==> src/prs_defs.svh <==
// Constants for the PLL reference select and state control block.
// Assumes inclusion by bare name from the package and the design modules.
`ifndef PRS_DEFS_SVH
`define PRS_DEFS_SVH

// ----------------------------------------
// Reference select field encodings
// ----------------------------------------
`define PRS_REFERENCE_SELECT_FIELD_AUTO     2'h0
`define PRS_REFERENCE_SELECT_FIELD_MAN0     2'h1
`define PRS_REFERENCE_SELECT_FIELD_MAN1     2'h2
`define PRS_REFERENCE_SELECT_FIELD_PIN      2'h3

// ----------------------------------------
// State force field and bypass sources
// ----------------------------------------
`define PRS_FORCE_NONE      2'h0
`define PRS_FORCE_FREERUN   2'h1
`define PRS_BYP_NONE        2'h0
`define PRS_BYP_XTAL        2'h1
`define PRS_BYP_REF0        2'h2
`define PRS_BYP_REF1        2'h3
`define PRS_BYPASS_MAX_MHZ  250

// ----------------------------------------
// Validation count and reset values
// ----------------------------------------
`define PRS_VALID_EDGES     4'h8
`define PRS_SEL_RST         1'h0

`endif

==> src/prs_pkg.sv <==
// Types shared by the reference select block.
// Assumes prs_defs.svh is available on the include path.
package prs_pkg;

  `include "prs_defs.svh"

  typedef enum logic [1:0] {
    PRS_FREERUN,
    PRS_LOCK,
    PRS_HOLDOVER
  } prs_state_t;

endpackage

==> src/prs_los_validator.sv <==
// Per-input loss-of-signal alarm with edge-count revalidation.
// Assumes the loss flag comes from the monitor on the core clock.
`timescale 1ns/1ps
`include "prs_defs.svh"
module prs_los_validator (
  // Clock and reset
  input  wire logic clk,
  input  wire logic rst_n,
  // Reference activity and monitor flag
  input  wire logic ref_pin,
  input  wire logic los_det,
  // Alarm out
  output logic      alarm
);
  import prs_pkg::*;

  logic       sync1_q;
  logic       sync2_q;
  logic       prev_q;
  logic       rise;
  logic [3:0] cnt_q;
  logic       alarm_q;

  // ----------------------------------------
  // Pin synchroniser and edge detect
  // ----------------------------------------
  // Limitation: only edges slow enough for the core clock are counted
  always_ff @(posedge clk or negedge rst_n) begin
    if (!rst_n) begin
      sync1_q <= 1'h0;
      sync2_q <= 1'h0;
      prev_q  <= 1'h0;
    end else begin
      sync1_q <= ref_pin;
      sync2_q <= sync1_q;
      prev_q  <= sync2_q;
    end
  end

  assign rise = sync2_q & ~prev_q;

  // ----------------------------------------
  // Alarm and revalidation counter
  // ----------------------------------------
  // Input starts failed so it must prove itself after reset
  always_ff @(posedge clk or negedge rst_n) begin
    if (!rst_n) begin
      alarm_q <= 1'h1;
      cnt_q   <= 4'h0;
    end else if (los_det) begin
      alarm_q <= 1'h1;
      cnt_q   <= 4'h0;
    end else if (alarm_q && rise) begin
      if (cnt_q == `PRS_VALID_EDGES - 4'h1) begin
        alarm_q <= 1'h0;
        cnt_q   <= 4'h0;
      end else begin
        cnt_q <= cnt_q + 4'h1;
      end
    end
  end

  assign alarm = alarm_q;
endmodule // prs_los_validator

==> src/prs_ref_select.sv <==
// PLL state machine, reference selection, bypass routing and alarms.
// Assumes per-input loss flags from the monitor on CORE_CLK and
// reference activity and the select pin arriving asynchronously.
`timescale 1ns/1ps
`include "prs_defs.svh"
module prs_ref_select (
  // Clock and reset
  input  wire logic               CORE_CLK,
  input  wire logic               RST_N,
  // Reference inputs and monitor flags
  input  wire logic               REFERENCE_INPUT_ZERO,
  input  wire logic               REFERENCE_INPUT_ONE,
  input  wire logic [1:0]         LOS_DETECT,
  // Selection configuration
  input  wire logic [1:0]         REFERENCE_SELECT_FIELD,
  input  wire logic               PRIORITY_ONE_HIGH,
  input  wire logic               REVERTIVE_EN,
  input  wire logic               SYNTHESIZER_ENABLE_BIT,
  input  wire logic [1:0]         STATE_FORCE,
  // Crystal and bypass configuration
  input  wire logic               XTAL_DOUBLER_EN,
  input  wire logic [1:0]         BYPASS_SRC_Q2,
  input  wire logic [1:0]         BYPASS_SRC_Q3,
  // Alarm control
  input  wire logic               HOLD_ALARM_CLR,
  input  wire logic               INT_ENABLE,
  // Clock select pin, two-way
  input  wire logic               GPIO2_I,
  output logic                    GPIO2_O,
  output logic                    GPIO2_OE,
  // Lock status pin
  output logic                    GPIO3_O,
  // Interrupt, open drain
  output logic                    INTERRUPT_OUT_N_O,
  output logic                    INTERRUPT_OUT_N_OE,
  // State and status
  output prs_pkg::prs_state_t     PLL_STATE,
  output logic                    SELECTED_REF,
  output logic                    LOCK_STATUS,
  output logic                    HOLDOVER_STATUS,
  output logic                    HOLD_ALARM,
  output logic [1:0]              LOS_ALARM,
  // PLL path controls
  output logic                    XTAL_DOUBLE_ON,
  output logic [1:0]              Q2_BYPASS_ROUTE,
  output logic [1:0]              Q3_BYPASS_ROUTE
);
  import prs_pkg::*;

  // ----------------------------------------
  // Declarations
  // ----------------------------------------
  logic [1:0] alarm;
  logic [1:0] valid;
  logic       pin_clock_choice_s1_q;
  logic       pin_clock_choice_s2_q;
  logic       force_fr;
  logic       auto_mode;
  logic       hi_ref;
  logic       chosen;
  prs_state_t state_q;
  prs_state_t state_d;
  logic       sel_q;
  logic       sel_d;
  logic       hold_alarm_q;
  logic       int_oe_q;
  logic       int_o_q;
  logic       gpio2_o_q;
  logic       gpio2_oe_q;
  logic       gpio3_o_q;
  logic       lock_q;
  logic       hold_q;
  logic [1:0] los_q;
  logic       dbl_q;
  logic [1:0] byp2_q;
  logic [1:0] byp3_q;

  // ----------------------------------------
  // Input validation
  // ----------------------------------------
  prs_los_validator u_val0 (
    .clk     (CORE_CLK),
    .rst_n   (RST_N),
    .ref_pin (REFERENCE_INPUT_ZERO),
    .los_det (LOS_DETECT[0]),
    .alarm   (alarm[0])
  );

  prs_los_validator u_val1 (
    .clk     (CORE_CLK),
    .rst_n   (RST_N),
    .ref_pin (REFERENCE_INPUT_ONE),
    .los_det (LOS_DETECT[1]),
    .alarm   (alarm[1])
  );

  assign valid = ~alarm;

  // ----------------------------------------
  // Clock select pin synchroniser
  // ----------------------------------------
  always_ff @(posedge CORE_CLK or negedge RST_N) begin
    if (!RST_N) begin
      pin_clock_choice_s1_q <= 1'h0;
      pin_clock_choice_s2_q <= 1'h0;
    end else begin
      pin_clock_choice_s1_q <= GPIO2_I;
      pin_clock_choice_s2_q <= pin_clock_choice_s1_q;
    end
  end

  // ----------------------------------------
  // Mode decode
  // ----------------------------------------
  assign force_fr  = SYNTHESIZER_ENABLE_BIT && (STATE_FORCE == `PRS_FORCE_FREERUN);
  assign auto_mode = (REFERENCE_SELECT_FIELD == `PRS_REFERENCE_SELECT_FIELD_AUTO);
  assign hi_ref    = PRIORITY_ONE_HIGH;

  // Manual choice: field names the input, or the pin does
  always_comb begin
    case (REFERENCE_SELECT_FIELD)
      `PRS_REFERENCE_SELECT_FIELD_MAN0: chosen = 1'h0;
      `PRS_REFERENCE_SELECT_FIELD_MAN1: chosen = 1'h1;
      `PRS_REFERENCE_SELECT_FIELD_PIN:  chosen = pin_clock_choice_s2_q;
      default:          chosen = sel_q;
    endcase
  end

  // ----------------------------------------
  // Selection and state decision
  // ----------------------------------------
  always_comb begin
    sel_d   = sel_q;
    state_d = state_q;
    if (force_fr) begin
      state_d = PRS_FREERUN;
    end else if (auto_mode) begin
      if (state_q == PRS_LOCK && valid[sel_q]) begin
        // Current input still good
        if (REVERTIVE_EN && valid[hi_ref]) begin
          sel_d = hi_ref;
        end else begin
          sel_d = sel_q;
        end
        state_d = PRS_LOCK;
      end else if (valid[hi_ref]) begin
        sel_d   = hi_ref;
        state_d = PRS_LOCK;
      end else if (valid[~hi_ref]) begin
        sel_d   = ~hi_ref;
        state_d = PRS_LOCK;
      end else if (state_q == PRS_FREERUN) begin
        state_d = PRS_FREERUN;
      end else begin
        state_d = PRS_HOLDOVER;
      end
    end else begin
      // Never falls over to the other input in manual mode
      sel_d = chosen;
      if (valid[chosen]) begin
        state_d = PRS_LOCK;
      end else if (state_q == PRS_FREERUN) begin
        state_d = PRS_FREERUN;
      end else begin
        state_d = PRS_HOLDOVER;
      end
    end
  end

  // ----------------------------------------
  // State and selection registers
  // ----------------------------------------
  always_ff @(posedge CORE_CLK or negedge RST_N) begin
    if (!RST_N) begin
      state_q <= PRS_FREERUN;
      sel_q   <= `PRS_SEL_RST;
    end else begin
      state_q <= state_d;
      sel_q   <= sel_d;
    end
  end

  // ----------------------------------------
  // Status and alarms
  // ----------------------------------------
  // Set wins over clear so a holdover entry is never missed
  always_ff @(posedge CORE_CLK or negedge RST_N) begin
    if (!RST_N) begin
      hold_alarm_q <= 1'h0;
    end else if (state_d == PRS_HOLDOVER && state_q != PRS_HOLDOVER) begin
      hold_alarm_q <= 1'h1;
    end else if (HOLD_ALARM_CLR) begin
      hold_alarm_q <= 1'h0;
    end
  end

  always_ff @(posedge CORE_CLK or negedge RST_N) begin
    if (!RST_N) begin
      lock_q    <= 1'h0;
      hold_q    <= 1'h0;
      gpio3_o_q <= 1'h0;
      los_q     <= 2'h3;
    end else begin
      lock_q    <= (state_d == PRS_LOCK);
      hold_q    <= (state_d == PRS_HOLDOVER);
      gpio3_o_q <= (state_d == PRS_LOCK);
      los_q     <= alarm;
    end
  end

  // ----------------------------------------
  // Pins: select pin direction and interrupt
  // ----------------------------------------
  // The pin is released only in reset and while it serves as the select input
  always_ff @(posedge CORE_CLK or negedge RST_N) begin
    if (!RST_N) begin
      gpio2_oe_q <= 1'h0;
      gpio2_o_q  <= 1'h0;
      int_o_q    <= 1'h0;
      int_oe_q   <= 1'h0;
    end else begin
      gpio2_oe_q <= (REFERENCE_SELECT_FIELD != `PRS_REFERENCE_SELECT_FIELD_PIN);
      gpio2_o_q  <= hold_alarm_q;
      int_o_q    <= 1'h0;
      int_oe_q   <= INT_ENABLE && (hold_alarm_q || (|alarm));
    end
  end

  // ----------------------------------------
  // Crystal doubler and bypass routing
  // ----------------------------------------
  // Frequency cap cannot be measured here; software must respect it
  function automatic logic [1:0] byp_route(input logic [1:0] src, input logic [1:0] v);
    logic [1:0] r;
    r = src;
    if ((src == `PRS_BYP_REF0 && !v[0]) || (src == `PRS_BYP_REF1 && !v[1])) begin
      r = `PRS_BYP_NONE;
    end
    return r;
  endfunction

  always_ff @(posedge CORE_CLK or negedge RST_N) begin
    if (!RST_N) begin
      dbl_q  <= 1'h0;
      byp2_q <= `PRS_BYP_NONE;
      byp3_q <= `PRS_BYP_NONE;
    end else begin
      dbl_q  <= XTAL_DOUBLER_EN;
      byp2_q <= byp_route(BYPASS_SRC_Q2, valid);
      byp3_q <= byp_route(BYPASS_SRC_Q3, valid);
    end
  end

  // ----------------------------------------
  // Outputs
  // ----------------------------------------
  assign PLL_STATE          = state_q;
  assign SELECTED_REF       = sel_q;
  assign LOCK_STATUS        = lock_q;
  assign HOLDOVER_STATUS    = hold_q;
  assign HOLD_ALARM         = hold_alarm_q;
  assign LOS_ALARM          = los_q;
  assign GPIO2_O            = gpio2_o_q;
  assign GPIO2_OE           = gpio2_oe_q;
  assign GPIO3_O            = gpio3_o_q;
  assign INTERRUPT_OUT_N_O  = int_o_q;
  assign INTERRUPT_OUT_N_OE = int_oe_q;
  assign XTAL_DOUBLE_ON     = dbl_q;
  assign Q2_BYPASS_ROUTE    = byp2_q;
  assign Q3_BYPASS_ROUTE    = byp3_q;
endmodule // prs_ref_select

==> config.mk <==
export PLATFORM = sky130hd
export DESIGN_NAME = prs_ref_select
export DESIGN_NICKNAME = d
export VERILOG_FILES = /design/src/prs_pkg.sv /design/src/prs_los_validator.sv /design/src/prs_ref_select.sv
export VERILOG_INCLUDE_DIRS = /design/src
export SDC_FILE = /design/constraint.sdc
export NUM_CORES = 1
export LEC_CHECK = 0
export BUFFER_PORTS_ARGS = -buffer_cell sky130_fd_sc_hd__buf_2
export CORE_UTILIZATION = 57
export CTS_BUF_LIST = sky130_fd_sc_hd__clkbuf_2 sky130_fd_sc_hd__clkbuf_4 sky130_fd_sc_hd__clkbuf_8
export CTS_CLUSTER_SIZE = 20
export DETAILED_ROUTE_END_ITERATION = 10
export PLACE_DENSITY = 0.87
export SLEW_MARGIN = 5
export SYNTH_ARGS = -nofsm -noshare
export SYNTH_HDL_FRONTEND = slang
export SYNTH_SLANG_ARGS = --single-unit
==> constraint.sdc <==
create_clock -name CORE_CLK -period 3.3 [get_ports CORE_CLK]
set_clock_uncertainty 0.05 [all_clocks]
set_input_delay 0.165 -clock CORE_CLK [delete_from_list [all_inputs] [get_ports CORE_CLK]]
set_output_delay 0.165 -clock CORE_CLK [all_outputs]
set_load 0.05 [all_outputs]
==> impl_metrics.toml <==
[clock_tree]
cts.clk_slew.worst_paths_ns = 0.09
cts.htree.levels = 2
cts.sink_count = 34
clock_path_buffers = 2
cts_buffers = 5
postCtsHoldBufs = 11
cts_tree = "built"
cts-resized-gates = 0
clock_insertion_delay_worst_skew_ns = 0.32
clock_root_buffer = "sky130_fd_sc_hd__clkbuf_4"
postCtsSetupRepairBufs = 0

[synth]
post_synth_xor_area_fraction_pct = 1.30
share_of_async_settable_or_async_resettable_flops_after_synthesis_pct = 100
yosys.area_share.adder_pct = 1.85
syn_inst = 115
synth-edff-count = 0
mappedNetlistArea_sq_um = 1350
synth.area.mux_share_pct = 1.58
synth_seq_cells = 34
netlist-cell-type-count = 37
synthDominantAreaCellType = "sky130_fd_sc_hd__dfrtp_1"
synthesis.nets = 138
main_combinational_cell_family_by_area_after_synthesis = "simple AND/OR/NAND/NOR gates"
synth_simple_gate_area_share_pct = 15.7
ys_top_cells_by_area = "sky130_fd_sc_hd__dfrtp_1 (56%), sky130_fd_sc_hd__dfstp_2 (7.8%), sky130_fd_sc_hd__nand2_1 (3.6%), sky130_fd_sc_hd__nor2_1 (3.1%), sky130_fd_sc_hd__a21oi_1 (2.6%)"
ys_dominant_reg_cell = "sky130_fd_sc_hd__dfrtp_1"
syn-mean-instance-area_sq_um = 11.7
share_of_synthesized_area_occupied_by_flip_flops_and_latches_pct = 63.4
synth_top_area_share_pct = 55.6
synthesis.yosys.warnings = 0
synth_compound_gate_area_share_pct = 13.2

[cells_and_area]
instances_no_fill = 196
area.sequential_sq_um = 856
post_layout_net_count = 190
area_growth_syn_to_layout_pct = 28.6
drive_above_1_share_pct = 32.1
filler_cell_count = 147
antenna-diode-count = 0
multi_input_comb_area_sq_um = 457

[detailed_routing]
route.detailed.drc = 0
routed-via-count = 1034
drt_wl_total_microns = 2530
drt.antenna.violating_nets = 0
detail_route.first_pass.iterations = 4
final_routed_wire_length_divided_by_cell_count_microns = 12.9
dr.first_iter.drc_count = 8
vias_per_cell = 5.28

[grt]
grt_start_max_net_pins = 35
number_of_global_route_vias_before_repair = 979
global_route_wire_length_before_repair_microns = 4140
antenna_violations_before_repair = 0
grt_use_total_pct = 22.9
globalRoute.totalOverflow = 0

[power_and_ir_drop]
power.ir.vdd_worst_mv = 0.392
powerDensity_nw_per_um2 = 459
total_leakage_power_nw = 0.892

[hold_path]
min-delay-path-class = "primary input to flip-flop"
hold_path_depth = 2

[worst_setup_path]
critical_path.slowest_cell = "sky130_fd_sc_hd__dfstp_2"
crit_type = "flip-flop to flip-flop"
path_cells = "nand2_1 > a211oi_1 > a31oi_1 > o21ai_0 > mux2_2"
worst_r2r_startpoint = "u_val1.alarm$_DFFE_PN1P_"
worstPathMaxFanout = 13
worst_ep_arrival_time_ns = 1.89
critical_path.top_delay_family = "flip-flops"
cp-endpoint = "SELECTED_REF$_DFFE_PN0P_"
cp.buffers_inverters = 0
worst_setup_path_startpoint = "u_val1.alarm$_DFFE_PN1P_"
reg2regPathDepth = 5
reg2reg_setup_slack_ns = 1.57
cp-start-kind = "flip-flop"
timing.critical_path.depth = 5
largest_stage_delay_on_the_critical_path_ns = 0.67
cp-end-kind = "flip-flop"
cp.required_ns = 3.46
worst_r2r_endpoint = "SELECTED_REF$_DFFE_PN0P_"

[timing]
slew_viol_final = 0
worstMarginPinSlew_ns = 0.712
rsz0062_at_grt = "false"
hold_slack_ns = 0.0527
setup-tns-final_ns = 0
fmax_mhz = 578
final_hold_viol_count = 0
slew-limit-headroom_pct = 52.5
post-route-min-period_ns = 1.73
finalSetupViolations = 0
part_of_the_cycle_the_worst_path_needs_pct = 52.4

[floorplanning]
die_width_microns = 50.7
placeableCoreArea_sq_um = 2210
vertical_die_dimension_microns = 50.7
placementRows = 17
ios = 39
dieArea_sq_um = 2570
floorplan.initialDensity_pct = 61.0

[place]
port-buffer-count = 37
dp_cells = 177
detailed_place_hpwl_microns = 1680
gpl.final_weighted_congestion = 0.759

[run]
max_cap_viol_count = 0

[status]
result_of_the_run = "completed"
[power breakdown]
| group | switching (mW) | internal (mW) |
|---|---|---|
| clock | 0.127 | 0.146 |
| sequential | 0.00878 | 0.430 |
| combinational | 0.0528 | 0.0326 |
| total | 0.189 | 0.608 |
[cells by family (layout without fill, tap and decap cells)]
logic type      after synthesis  after routing
other cells                   1              1
buf+inv                       7             60
fa+ha+maj                     2              2
compound gates               27             27
xor+xnor                      2              2
mux                           2              2
simple gates                 40             40
flops                        34             34
[Yosys cell counts (2+ instances only)]
cell and number:
sky130_fd_sc_hd__dfrtp_1 30, sky130_fd_sc_hd__nand2_1 13, sky130_fd_sc_hd__nor2_1 11, sky130_fd_sc_hd__a21oi_1 7, sky130_fd_sc_hd__o21ai_0 5, sky130_fd_sc_hd__dfstp_2 4, sky130_fd_sc_hd__buf_4 3, sky130_fd_sc_hd__inv_1 3
sky130_fd_sc_hd__nand3b_1 3, sky130_fd_sc_hd__nor3_1 3, sky130_fd_sc_hd__a21boi_0 2, sky130_fd_sc_hd__a31oi_1 2, sky130_fd_sc_hd__ha_1 2, sky130_fd_sc_hd__o211a_1 2, sky130_fd_sc_hd__o21a_1 2, sky130_fd_sc_hd__xor2_1 2
[metal layers]
metal	global-route usage, %	share of wire [%]
met4	9.72	1.3
met5	0	0
met3	6.36	5.0
met2	40.4	52
met1	25.8	42
[state kept, by name, indices dropped and copies added, names as in the netlist, 2 cells and up]
register and count:
u_val1.cnt_q 4, Q3_BYPASS_ROUTE 2, PLL_STATE 2, LOS_ALARM 2, u_val0.cnt_q 4, Q2_BYPASS_ROUTE 2
[stage by stage]
step | worst slack (ns) | power [mW] | area, sq um | util, %
final | 1.57 | 0.797 | 1740 | 78.5
after global routing | 1.44 | 0.826 | 1740 | 78.5
after CTS | 1.56 | 0.805 | 1740 | 78.5
after detailed placement | 1.59 | 0.522 | 1550 | 70.0
after global placement | 1.64 | 0.518 | 1550 | 70.0
after floorplan | 1.70 | 0.488 | 1350 | -
[worst min path at each step]
stage / startpoint / to / slack, ns
2_1_floorplan: RST_N / GPIO2_O$_DFF_PN0_ / -0.18
3_3_place_gp: RST_N / GPIO2_O$_DFF_PN0_ / 0.20
3_5_place_dp: RST_N / GPIO2_O$_DFF_PN0_ / 0.21
4_1_cts: BYPASS_SRC_Q3[0] / Q3_BYPASS_ROUTE[1]$_DFF_PN0_ / 0.03
5_1_grt: BYPASS_SRC_Q2[1] / Q2_BYPASS_ROUTE[0]$_DFF_PN0_ / 0.05
6_report: BYPASS_SRC_Q3[0] / Q3_BYPASS_ROUTE[1]$_DFF_PN0_ / 0.05
[final cells by class]
type | instances | share of cell area (%)
flip-flops and latches | 34 | 49.3
clock buffers | 8 | 4.54
multi-input cells | 74 | 26.3
well taps | 28 | 2.02
repair buffers | 48 | 17.0
inverters | 4 | 0.865
[worst register-to-register path: cells and delay by family, from the launching register on]
kind,cells,cell delay [ns]
DFF,1,0.67
AOI/OAI and AO/OA,3,0.47
muxes,1,0.35
and+or+nand+nor,1,0.08
[cells in the final DEF, fill, tap and decap left out, types with 3 or more instances in the layout]
| cell | instances |
|---|---|
| sky130_fd_sc_hd__nand2_1 | 13 |
| sky130_fd_sc_hd__o21ai_0 | 5 |
| sky130_fd_sc_hd__nor2_1 | 11 |
| sky130_fd_sc_hd__nor3_1 | 3 |
| sky130_fd_sc_hd__dfstp_2 | 4 |
| sky130_fd_sc_hd__nand3b_1 | 3 |
| sky130_fd_sc_hd__clkbuf_4 | 5 |
| sky130_fd_sc_hd__inv_1 | 3 |
| sky130_fd_sc_hd__dfrtp_1 | 30 |
| sky130_fd_sc_hd__buf_2 | 37 |
| sky130_fd_sc_hd__dlygate4sd3_1 | 11 |
| sky130_fd_sc_hd__a21oi_1 | 7 |
| sky130_fd_sc_hd__clkbuf_8 | 3 |
Power figures use the tool's default switching activity.
